### config.mk
export PLATFORM = sky130hd
export DESIGN_NAME = gpef_ports
export DESIGN_NICKNAME = d
export VERILOG_FILES = /design/src/inc/gpef_pkg.sv /design/src/gpef_ports.sv
export SDC_FILE = /design/constraint.sdc
export NUM_CORES = 1
export LEC_CHECK = 0
export ABC_AREA = 1
export BUFFER_PORTS_ARGS = -buffer_cell sky130_fd_sc_hd__buf_2
export CORE_UTILIZATION = 47
export CTS_CLUSTER_DIAMETER = 40
export CTS_CLUSTER_SIZE = 14
export DETAILED_ROUTE_END_ITERATION = 12
export PLACE_DENSITY = 0.89
export SLEW_MARGIN = 20
export SYNTH_ARGS = -nofsm -noshare
export SYNTH_HDL_FRONTEND = slang
export SYNTH_SLANG_ARGS = --single-unit
export TNS_END_PERCENT = 20
### constraint.sdc
create_clock -name mclk_i -period 1.8 [get_ports mclk_i]
set_clock_uncertainty 0.15 [all_clocks]
set_input_delay 0.27 -clock mclk_i [delete_from_list [all_inputs] [get_ports mclk_i]]
set_output_delay 0.27 -clock mclk_i [all_outputs]
set_load 0.05 [all_outputs]
### src/inc/gpef_pkg.sv
package gpef_pkg;

  // ----------------------------------------------------------------------
  // Register map (byte addresses)
  // ----------------------------------------------------------------------
  localparam int unsigned GPEF_IDX_PORT_E_DATA = 8;
  localparam int unsigned GPEF_IDX_PORT_F_DATA = 9;
  localparam int unsigned GPEF_IDX_PORT_E_DIR = 10;
  localparam int unsigned GPEF_IDX_PORT_F_DIR = 11;
  localparam logic [11:0] GPEF_ADDR_PORT_E_DATA = 12'(GPEF_IDX_PORT_E_DATA * 4);
  localparam logic [11:0] GPEF_ADDR_PORT_F_DATA = 12'(GPEF_IDX_PORT_F_DATA * 4);
  localparam logic [11:0] GPEF_ADDR_PORT_E_DIR = 12'(GPEF_IDX_PORT_E_DIR * 4);
  localparam logic [11:0] GPEF_ADDR_PORT_F_DIR = 12'(GPEF_IDX_PORT_F_DIR * 4);

  // ----------------------------------------------------------------------
  // Widths, field positions, reset values
  // ----------------------------------------------------------------------
  localparam int unsigned GPEF_E_WIDTH = 8;
  localparam int unsigned GPEF_F_WIDTH = 4;
  localparam int unsigned GPEF_E_SCK = 7;
  localparam int unsigned GPEF_E_MOSI = 6;
  localparam int unsigned GPEF_E_MISO = 5;
  localparam int unsigned GPEF_E_SEL = 4;
  localparam int unsigned GPEF_E_TCH1 = 3;
  localparam int unsigned GPEF_E_TCH0 = 2;
  localparam int unsigned GPEF_E_RXD = 1;
  localparam int unsigned GPEF_E_TXD = 0;
  localparam logic [7:0] GPEF_E_DIR_RESET = 8'h00;
  localparam logic [3:0] GPEF_F_DIR_RESET = 4'h0;
  localparam logic [1:0] GPEF_ELS_GPIO = 2'h0;

  // ----------------------------------------------------------------------
  // Peripheral ownership and drive signals
  // ----------------------------------------------------------------------
  typedef struct packed {
    logic spi_enable_bit;
    logic spi_master_select;
    logic mode_fault_enable;
    logic sck_out;
    logic mosi_out;
    logic miso_out;
    logic serial_iface_enable;
    logic txd_out;
    logic [11:0] edge_level_select;
    logic [5:0] tch_oe;
    logic [5:0] tch_out;
  } gpef_periph_t;

  typedef struct packed {
    logic [7:0] e_pin_sync;
    logic [3:0] f_pin_sync;
  } gpef_pins_t;

endpackage

### src/gpef_ports.sv
`timescale 1ns/1ps
module gpef_ports
  import gpef_pkg::*;
(
  input wire logic mclk_i,
  input wire logic reset_n_i,
  input wire logic psel_i,
  input wire logic penable_i,
  input wire logic pwrite_i,
  input wire logic [11:0] paddr_i,
  input wire logic [31:0] pwdata_i,
  input wire logic [3:0] pstrb_i,
  output logic [31:0] prdata_o,
  output logic pready_o,
  output logic pslverr_o,
  input wire logic spi_enable_bit_i,
  input wire logic spi_master_select_i,
  input wire logic mode_fault_enable_i,
  input wire logic spi_sck_out_i,
  input wire logic spi_mosi_out_i,
  input wire logic spi_miso_out_i,
  input wire logic serial_iface_enable_i,
  input wire logic serial_txd_out_i,
  input wire logic [11:0] edge_level_select_i,
  input wire logic [5:0] timer_ch_oe_i,
  input wire logic [5:0] timer_ch_out_i,
  input wire logic [7:0] port_e_pin_i,
  input wire logic [3:0] port_f_pin_i,
  output logic [7:0] port_e_pin_o,
  output logic [7:0] port_e_pin_oe_o,
  output logic [3:0] port_f_pin_o,
  output logic [3:0] port_f_pin_oe_o,
  output logic [7:0] port_e_in_o,
  output logic [3:0] port_f_in_o
);

  // ----------------------------------------------------------------------
  // State
  // ----------------------------------------------------------------------
  typedef struct packed {
    logic [7:0] port_e_data_latch;
    logic [3:0] port_f_data_latch;
    logic [7:0] port_e_direction;
    logic [3:0] port_f_direction;
    gpef_pins_t sync1;
    gpef_pins_t sync2;
    logic [31:0] prdata;
    logic pready;
    logic pslverr;
    logic [7:0] e_out;
    logic [7:0] e_oe;
    logic [3:0] f_out;
    logic [3:0] f_oe;
  } gpef_state_t;

  gpef_state_t state;
  gpef_state_t next_state;
  gpef_periph_t per;

  assign per.spi_enable_bit = spi_enable_bit_i;
  assign per.spi_master_select = spi_master_select_i;
  assign per.mode_fault_enable = mode_fault_enable_i;
  assign per.sck_out = spi_sck_out_i;
  assign per.mosi_out = spi_mosi_out_i;
  assign per.miso_out = spi_miso_out_i;
  assign per.serial_iface_enable = serial_iface_enable_i;
  assign per.txd_out = serial_txd_out_i;
  assign per.edge_level_select = edge_level_select_i;
  assign per.tch_oe = timer_ch_oe_i;
  assign per.tch_out = timer_ch_out_i;

  // ----------------------------------------------------------------------
  // Helpers
  // ----------------------------------------------------------------------
  function automatic logic timer_owns(input logic [11:0] els, input int unsigned ch);
    return els[ch*2 +: 2] != GPEF_ELS_GPIO;
  endfunction

  function automatic logic [7:0] read_mux(input logic [7:0] dir, input logic [7:0] latch,
                                           input logic [7:0] pin);
    return (dir & latch) | (~dir & pin);
  endfunction

  // ----------------------------------------------------------------------
  // SPI pin claims (bits 3..0 map to E7..E4)
  // ----------------------------------------------------------------------
  logic spi_slave;
  logic spi_sel_own;
  logic [3:0] spi_own;
  logic [3:0] spi_oe;
  logic [3:0] spi_out;

  always_comb begin
    spi_slave = per.spi_enable_bit && !per.spi_master_select;
    // Select goes back to the port for a master without fault check
    spi_sel_own = per.spi_enable_bit &&
                  !(per.spi_master_select && !per.mode_fault_enable);
    spi_own[3] = per.spi_enable_bit;
    spi_own[2] = per.spi_enable_bit;
    spi_own[1] = per.spi_enable_bit;
    spi_own[0] = spi_sel_own;
    spi_oe[3] = per.spi_master_select;
    spi_oe[2] = per.spi_master_select;
    spi_oe[1] = !per.spi_master_select;
    // Select is input-only while owned
    spi_oe[0] = 1'b0;
    spi_out[3] = per.sck_out;
    spi_out[2] = per.mosi_out;
    spi_out[1] = per.miso_out;
    spi_out[0] = 1'b0;
  end

  // ----------------------------------------------------------------------
  // Timer pin claims (channel n)
  // ----------------------------------------------------------------------
  logic [5:0] tim_own;

  always_comb begin
    for (int c = 0; c < 6; c++) begin
      tim_own[c] = timer_owns(per.edge_level_select, c);
    end
  end

  // ----------------------------------------------------------------------
  // Serial pin claims (bit 1 is E1, bit 0 is E0)
  // ----------------------------------------------------------------------
  logic [1:0] sci_own;
  logic [1:0] sci_oe;
  logic [1:0] sci_out;

  always_comb begin
    sci_own[1] = per.serial_iface_enable;
    sci_own[0] = per.serial_iface_enable;
    // Receive line is sensed only
    sci_oe[1] = 1'b0;
    sci_oe[0] = 1'b1;
    sci_out[1] = 1'b0;
    sci_out[0] = per.txd_out;
  end

  // ----------------------------------------------------------------------
  // Per-pin ownership map
  // ----------------------------------------------------------------------
  logic [7:0] e_own;
  logic [7:0] e_per_oe;
  logic [7:0] e_per_out;
  logic [3:0] f_own;
  logic [3:0] f_per_oe;
  logic [3:0] f_per_out;

  always_comb begin
    e_own = {spi_own, tim_own[1:0], sci_own};
    e_per_oe = {spi_oe, per.tch_oe[1:0], sci_oe};
    e_per_out = {spi_out, per.tch_out[1:0], sci_out};
    f_own = tim_own[5:2];
    f_per_oe = per.tch_oe[5:2];
    f_per_out = per.tch_out[5:2];
  end

  // ----------------------------------------------------------------------
  // APB decode
  // ----------------------------------------------------------------------
  logic setup;
  logic wr;
  logic hit_e_data;
  logic hit_f_data;
  logic hit_e_dir;
  logic hit_f_dir;
  logic hit;

  always_comb begin
    setup = psel_i && !penable_i;
    wr = setup && pwrite_i && pstrb_i[0];
    hit_e_data = paddr_i == GPEF_ADDR_PORT_E_DATA;
    hit_f_data = paddr_i == GPEF_ADDR_PORT_F_DATA;
    hit_e_dir = paddr_i == GPEF_ADDR_PORT_E_DIR;
    hit_f_dir = paddr_i == GPEF_ADDR_PORT_F_DIR;
    hit = hit_e_data || hit_f_data || hit_e_dir || hit_f_dir;
  end

  // ----------------------------------------------------------------------
  // Write strobes
  // ----------------------------------------------------------------------
  logic wr_e_data;
  logic wr_f_data;
  logic wr_e_dir;
  logic wr_f_dir;

  always_comb begin
    wr_e_data = wr && hit_e_data;
    wr_f_data = wr && hit_f_data;
    wr_e_dir = wr && hit_e_dir;
    wr_f_dir = wr && hit_f_dir;
  end

  // ----------------------------------------------------------------------
  // Read data
  // ----------------------------------------------------------------------
  logic [7:0] rd_e_data;
  logic [3:0] rd_f_data;
  logic [31:0] rd_word;

  always_comb begin
    rd_e_data = read_mux(state.port_e_direction, state.port_e_data_latch,
                         state.sync2.e_pin_sync);
    rd_f_data = 4'(read_mux({4'h0, state.port_f_direction},
                            {4'h0, state.port_f_data_latch},
                            {4'h0, state.sync2.f_pin_sync}));
    // Unused upper bits and unmapped reads give zero
    rd_word = 32'h0000_0000;
    if (hit_e_data) begin
      rd_word[7:0] = rd_e_data;
    end
    if (hit_f_data) begin
      rd_word[3:0] = rd_f_data;
    end
    if (hit_e_dir) begin
      rd_word[7:0] = state.port_e_direction;
    end
    if (hit_f_dir) begin
      rd_word[3:0] = state.port_f_direction;
    end
  end

  // ----------------------------------------------------------------------
  // Pad drive
  // ----------------------------------------------------------------------
  logic [7:0] gpio_e_oe;
  logic [7:0] gpio_e_out;
  logic [3:0] gpio_f_oe;
  logic [3:0] gpio_f_out;
  logic [7:0] pad_e_oe;
  logic [7:0] pad_e_out;
  logic [3:0] pad_f_oe;
  logic [3:0] pad_f_out;

  always_comb begin
    // Follow a write at the same edge as the registers do
    gpio_e_oe = wr_e_dir ? pwdata_i[7:0] : state.port_e_direction;
    gpio_e_out = wr_e_data ? pwdata_i[7:0] : state.port_e_data_latch;
    gpio_f_oe = wr_f_dir ? pwdata_i[3:0] : state.port_f_direction;
    gpio_f_out = wr_f_data ? pwdata_i[3:0] : state.port_f_data_latch;
    for (int i = 0; i < 8; i++) begin
      if (e_own[i]) begin
        pad_e_oe[i] = e_per_oe[i];
        pad_e_out[i] = e_per_out[i];
      end else begin
        pad_e_oe[i] = gpio_e_oe[i];
        pad_e_out[i] = gpio_e_out[i];
      end
    end
    if (spi_slave) begin
      pad_e_oe[GPEF_E_SEL] = 1'b0;
    end
    for (int i = 0; i < 4; i++) begin
      if (f_own[i]) begin
        pad_f_oe[i] = f_per_oe[i];
        pad_f_out[i] = f_per_out[i];
      end else begin
        pad_f_oe[i] = gpio_f_oe[i];
        pad_f_out[i] = gpio_f_out[i];
      end
    end
  end

  // ----------------------------------------------------------------------
  // Next state
  // ----------------------------------------------------------------------
  always_comb begin
    next_state = state;
    next_state.sync1.e_pin_sync = port_e_pin_i;
    next_state.sync1.f_pin_sync = port_f_pin_i;
    next_state.sync2 = state.sync1;
    // Answer in the access cycle after setup
    next_state.pready = setup;
    next_state.pslverr = setup && !hit;
    if (setup && !pwrite_i) begin
      next_state.prdata = rd_word;
    end
    if (wr_e_data) begin
      next_state.port_e_data_latch = pwdata_i[7:0];
    end
    if (wr_f_data) begin
      next_state.port_f_data_latch = pwdata_i[3:0];
    end
    if (wr_e_dir) begin
      next_state.port_e_direction = pwdata_i[7:0];
    end
    if (wr_f_dir) begin
      next_state.port_f_direction = pwdata_i[3:0];
    end
    // Registered pad drive
    next_state.e_oe = pad_e_oe;
    next_state.e_out = pad_e_out;
    next_state.f_oe = pad_f_oe;
    next_state.f_out = pad_f_out;
    // Data latches keep contents through reset
    if (!reset_n_i) begin
      next_state.port_e_direction = GPEF_E_DIR_RESET;
      next_state.port_f_direction = GPEF_F_DIR_RESET;
      next_state.e_oe = 8'h00;
      next_state.f_oe = 4'h0;
      next_state.pready = 1'b0;
      next_state.pslverr = 1'b0;
      next_state.prdata = 32'h0000_0000;
      next_state.e_out = 8'h00;
      next_state.f_out = 4'h0;
    end
  end

  always_ff @(posedge mclk_i) begin
    state <= next_state;
  end

  // ----------------------------------------------------------------------
  // Outputs
  // ----------------------------------------------------------------------
  assign prdata_o = state.prdata;
  assign pready_o = state.pready;
  assign pslverr_o = state.pslverr;
  assign port_e_pin_o = state.e_out;
  assign port_e_pin_oe_o = state.e_oe;
  assign port_f_pin_o = state.f_out;
  assign port_f_pin_oe_o = state.f_oe;
  assign port_e_in_o = state.sync2.e_pin_sync;
  assign port_f_in_o = state.sync2.f_pin_sync;

endmodule

==> impl_metrics.json <==
{
  "wire_per_inst_microns": 11.5,
  "syn_area_sq_mm": 0.00358,
  "initial_core_util_pct": 49.1,
  "critPathSlowestCell": "nor2_8",
  "reg2regPathDepth": 5,
  "synth_area_leader_cell": "dfxtp_1",
  "synth_warnings": 0,
  "routabilityCongestion": 0.832,
  "grt_overflow": 0,
  "holdPathEnd": "port_e_pin_o[0]",
  "grt_usage_pct": 19.9,
  "crit_top_cell": "nand2_1",
  "path_cells": "buf_2 -> nor2_1 -> nand2_2 -> nor2_8 -> nand3_1 -> buf_4 -> nand2_1 -> nand2_1 -> nor2_1 -> nand2_1 -> o21ai_0",
  "run_status": "finished, final reports clean",
  "htreeDepth": 3,
  "critPathLaunchType": "input pin",
  "maxCapViolCount": 0,
  "diodes": 0,
  "cp.arrival_ns": 1.59,
  "first_global_vias": 2784,
  "synth_edf_count": 0,
  "cts.repair.resized": 0,
  "nNetsFinal": 656,
  "grt_setup_unrepaired": "no",
  "ys_seq_area_share_pct": 45.9,
  "grt_pass1_wl_microns": 11900,
  "p_per_area_mw_per_mm2": 936,
  "drc_errors": 0,
  "ys_async_sr_fraction_pct": 0,
  "leakagePower_nw": 2.21,
  "setup_viol": 0,
  "coreArea_sq_mm": 0.00729,
  "synth_cell_types": 29,
  "reg2reg_from": "state[82]",
  "syn_area_per_cell_sq_um": 7.71,
  "synth_top_area_share_pct": 45.9,
  "drive_gt1_share_pct": 28.5,
  "worstPathMaxFanout": 11,
  "cts_sinks": 82,
  "dr.first_iter.drc_count": 135,
  "min_period_over_period_pct": 81.2,
  "worstHoldPathCells": 3,
  "cts_buffers": 9,
  "first_pass_iters": 4,
  "finalPower_mw": 3.97,
  "synth_area_leaders": "dfxtp_1, buf_4, nand2_1",
  "vias": 3029,
  "critPathKind": "input pin to flip-flop",
  "maxSlewViolCount": 0,
  "die_width_microns": 89.3,
  "fillers": 662,
  "dp_hpwl_microns": 5950,
  "synth_common_cells": "dfxtp_1, nand2_1, buf_4",
  "die_area_sq_mm": 0.00797,
  "cts_root_buf": "clkbuf_8",
  "ios": 167,
  "hp-class": "input pin to flip-flop",
  "num_rows": 31,
  "r2r_slack_ns": 0.54,
  "io_buffers": 115,
  "crit_start": "paddr_i[9]",
  "clock.fmax_mhz": 684,
  "required_ns": 1.93,
  "cts_tree": "done",
  "ys_ff_latch": 82,
  "grt_start_max_net_pins": 18,
  "antenna_found_initial": 0,
  "finalCriticalPeriod_ns": 1.46,
  "die_h_microns": 89.3,
  "syn2layout_area_growth_pct": 18.6,
  "syn_inst": 464,
  "vdd_drop_max_uv": 447,
  "synth_ff_type": "dfxtp_1",
  "detail_route.wirelength_microns": 7640,
  "hold_viol_final": 0,
  "fin_setup_tns_ns": 0,
  "slowest_delay_ns": 0.19,
  "synth_most_common_cell": "dfxtp_1",
  "clock_latency_ns": 0.35,
  "rr_endpoint": "prdata_o[0]",
  "antenna_left": 0,
  "vias_per_cell": 4.57,
  "hold_start": "serial_iface_enable_i",
  "endpoint_kind": "flip-flop",
  "cts_buffer_depth": 2,
  "clkSlewWorstSetupHoldPaths_ns": 0.08
}
## worst max-delay path, delay by kind of cell
| family | cells | cell delay, ns |
|---|---|---|
| simple gates | 8 | 0.94 |
| buf+inv | 2 | 0.29 |
| compound gates | 1 | 0.08 |
## layout make-up
type,instances,area (sq um),share of cell area (%)
Inverter,59,221,5.22
Timing Repair Buffer,137,771,18.2
Clock inverter,5,86.3,2.03
Multi-Input combinational cell,270,1250,29.4
Clock buffer,11,151,3.57
Tap cell,99,124,2.92
Sequential cell,82,1640,38.7
## cell families after synthesis
kind of cell,count (synthesis),share of synthesized area (%)
AND/OR/NAND/NOR,179,22.1
other,1,0.105
multiplexers,1,0.315
flip-flops,82,45.9
buffers and inverters,135,21.6
AO/OA/AOI/OAI,66,10.0
## metal layers
layer / track usage, % / vias up / share of wire, %
li1: - / 1545 / -
met2: 34.5 / 111 / 50
met3: 5.36 / 19 / 6.1
met1: 23.1 / 1354 / 41
met4: 8.95 / 0 / 2.9
met5: 0 / - / 0
## power breakdown
| group | switching [mW] | total [mW] | internal, mW |
|---|---|---|---|
| Clock | 0.660 | 1.52 | 0.864 |
| Sequential | 0.0182 | 1.89 | 1.87 |
| Combinational | 0.413 | 0.561 | 0.148 |
| Total | 1.09 | 3.97 | 2.88 |
## per-stage QoR
| stage | setup slack, ns | hold slack, ns | utilization (%) | cell area [sq um] | std cells |
|---|---|---|---|---|---|
| finish | 0.338 | 0.00632 | 58.2 | 4250 | 663 |
| global route | 0.164 | 0.0290 | 58.2 | 4250 | 663 |
| CTS | 0.364 | 0.000575 | 58.2 | 4250 | 663 |
| detailed placement | 0.00574 | 0.163 | 53.3 | 3890 | 635 |
| global placement | 0.0786 | 0.160 | 53.3 | 3890 | 635 |
| floorplan | 0.335 | 0.148 | - | 3660 | 487 |
## cells in the final DEF (no fill, tap or decap), types with 2 or more instances in the layout
cell type	Yosys	routed
a21boi_0	4	4
nand4_1	7	7
clkbuf_8	0	11
clkinv_4	0	3
bufinv_16	0	2
o21a_1	2	2
or2_2	2	2
o21ai_1	27	27
dfxtp_1	82	82
a21oi_1	14	14
nand2_1	81	81
inv_1	55	55
nand3_1	14	14
nor2_2	4	4
nor2_4	2	2
o211ai_1	2	2
inv_2	3	3
nor2_1	62	62
dlygate4sd3_1	0	12
nand2_2	4	4
o21ai_0	12	12
conb_1	1	24
o22ai_1	4	4
buf_4	68	10
buf_2	3	115
## what timing repair did
item / 4_1_cts / 5_1_grt
setup buffers: 0 / 0
hold endpoints to repair: 12 / 0
hold buffers: 12 / 0
## registers in the layout, indices dropped and copies added (netlist names)
signal and count:
next_state 12, port_e_in_o 8, port_e_pin_o 8, port_e_pin_oe_o 8, port_f_in_o 4, port_f_pin_o 4
port_f_pin_oe_o 4, prdata_o 8, pready_o 1, pslverr_o 1, state 24
## worst max path at each step
| stage | slack [ns] | to | cells past startpoint |
|---|---|---|---|
| 3_5_place_dp | 0.006 | port_f_pin_oe_o[3] | 11 |
| 6_report | 0.34 | port_e_pin_oe_o[5] | 11 |
| 5_1_grt | 0.16 | port_f_pin_oe_o[3] | 11 |
| 4_1_cts | 0.36 | port_e_pin_oe_o[5] | 11 |
| 2_1_floorplan | 0.34 | port_f_pin_oe_o[0] | 10 |
| 3_3_place_gp | 0.08 | port_f_pin_oe_o[3] | 11 |
(Power assumes the default switching activity.)
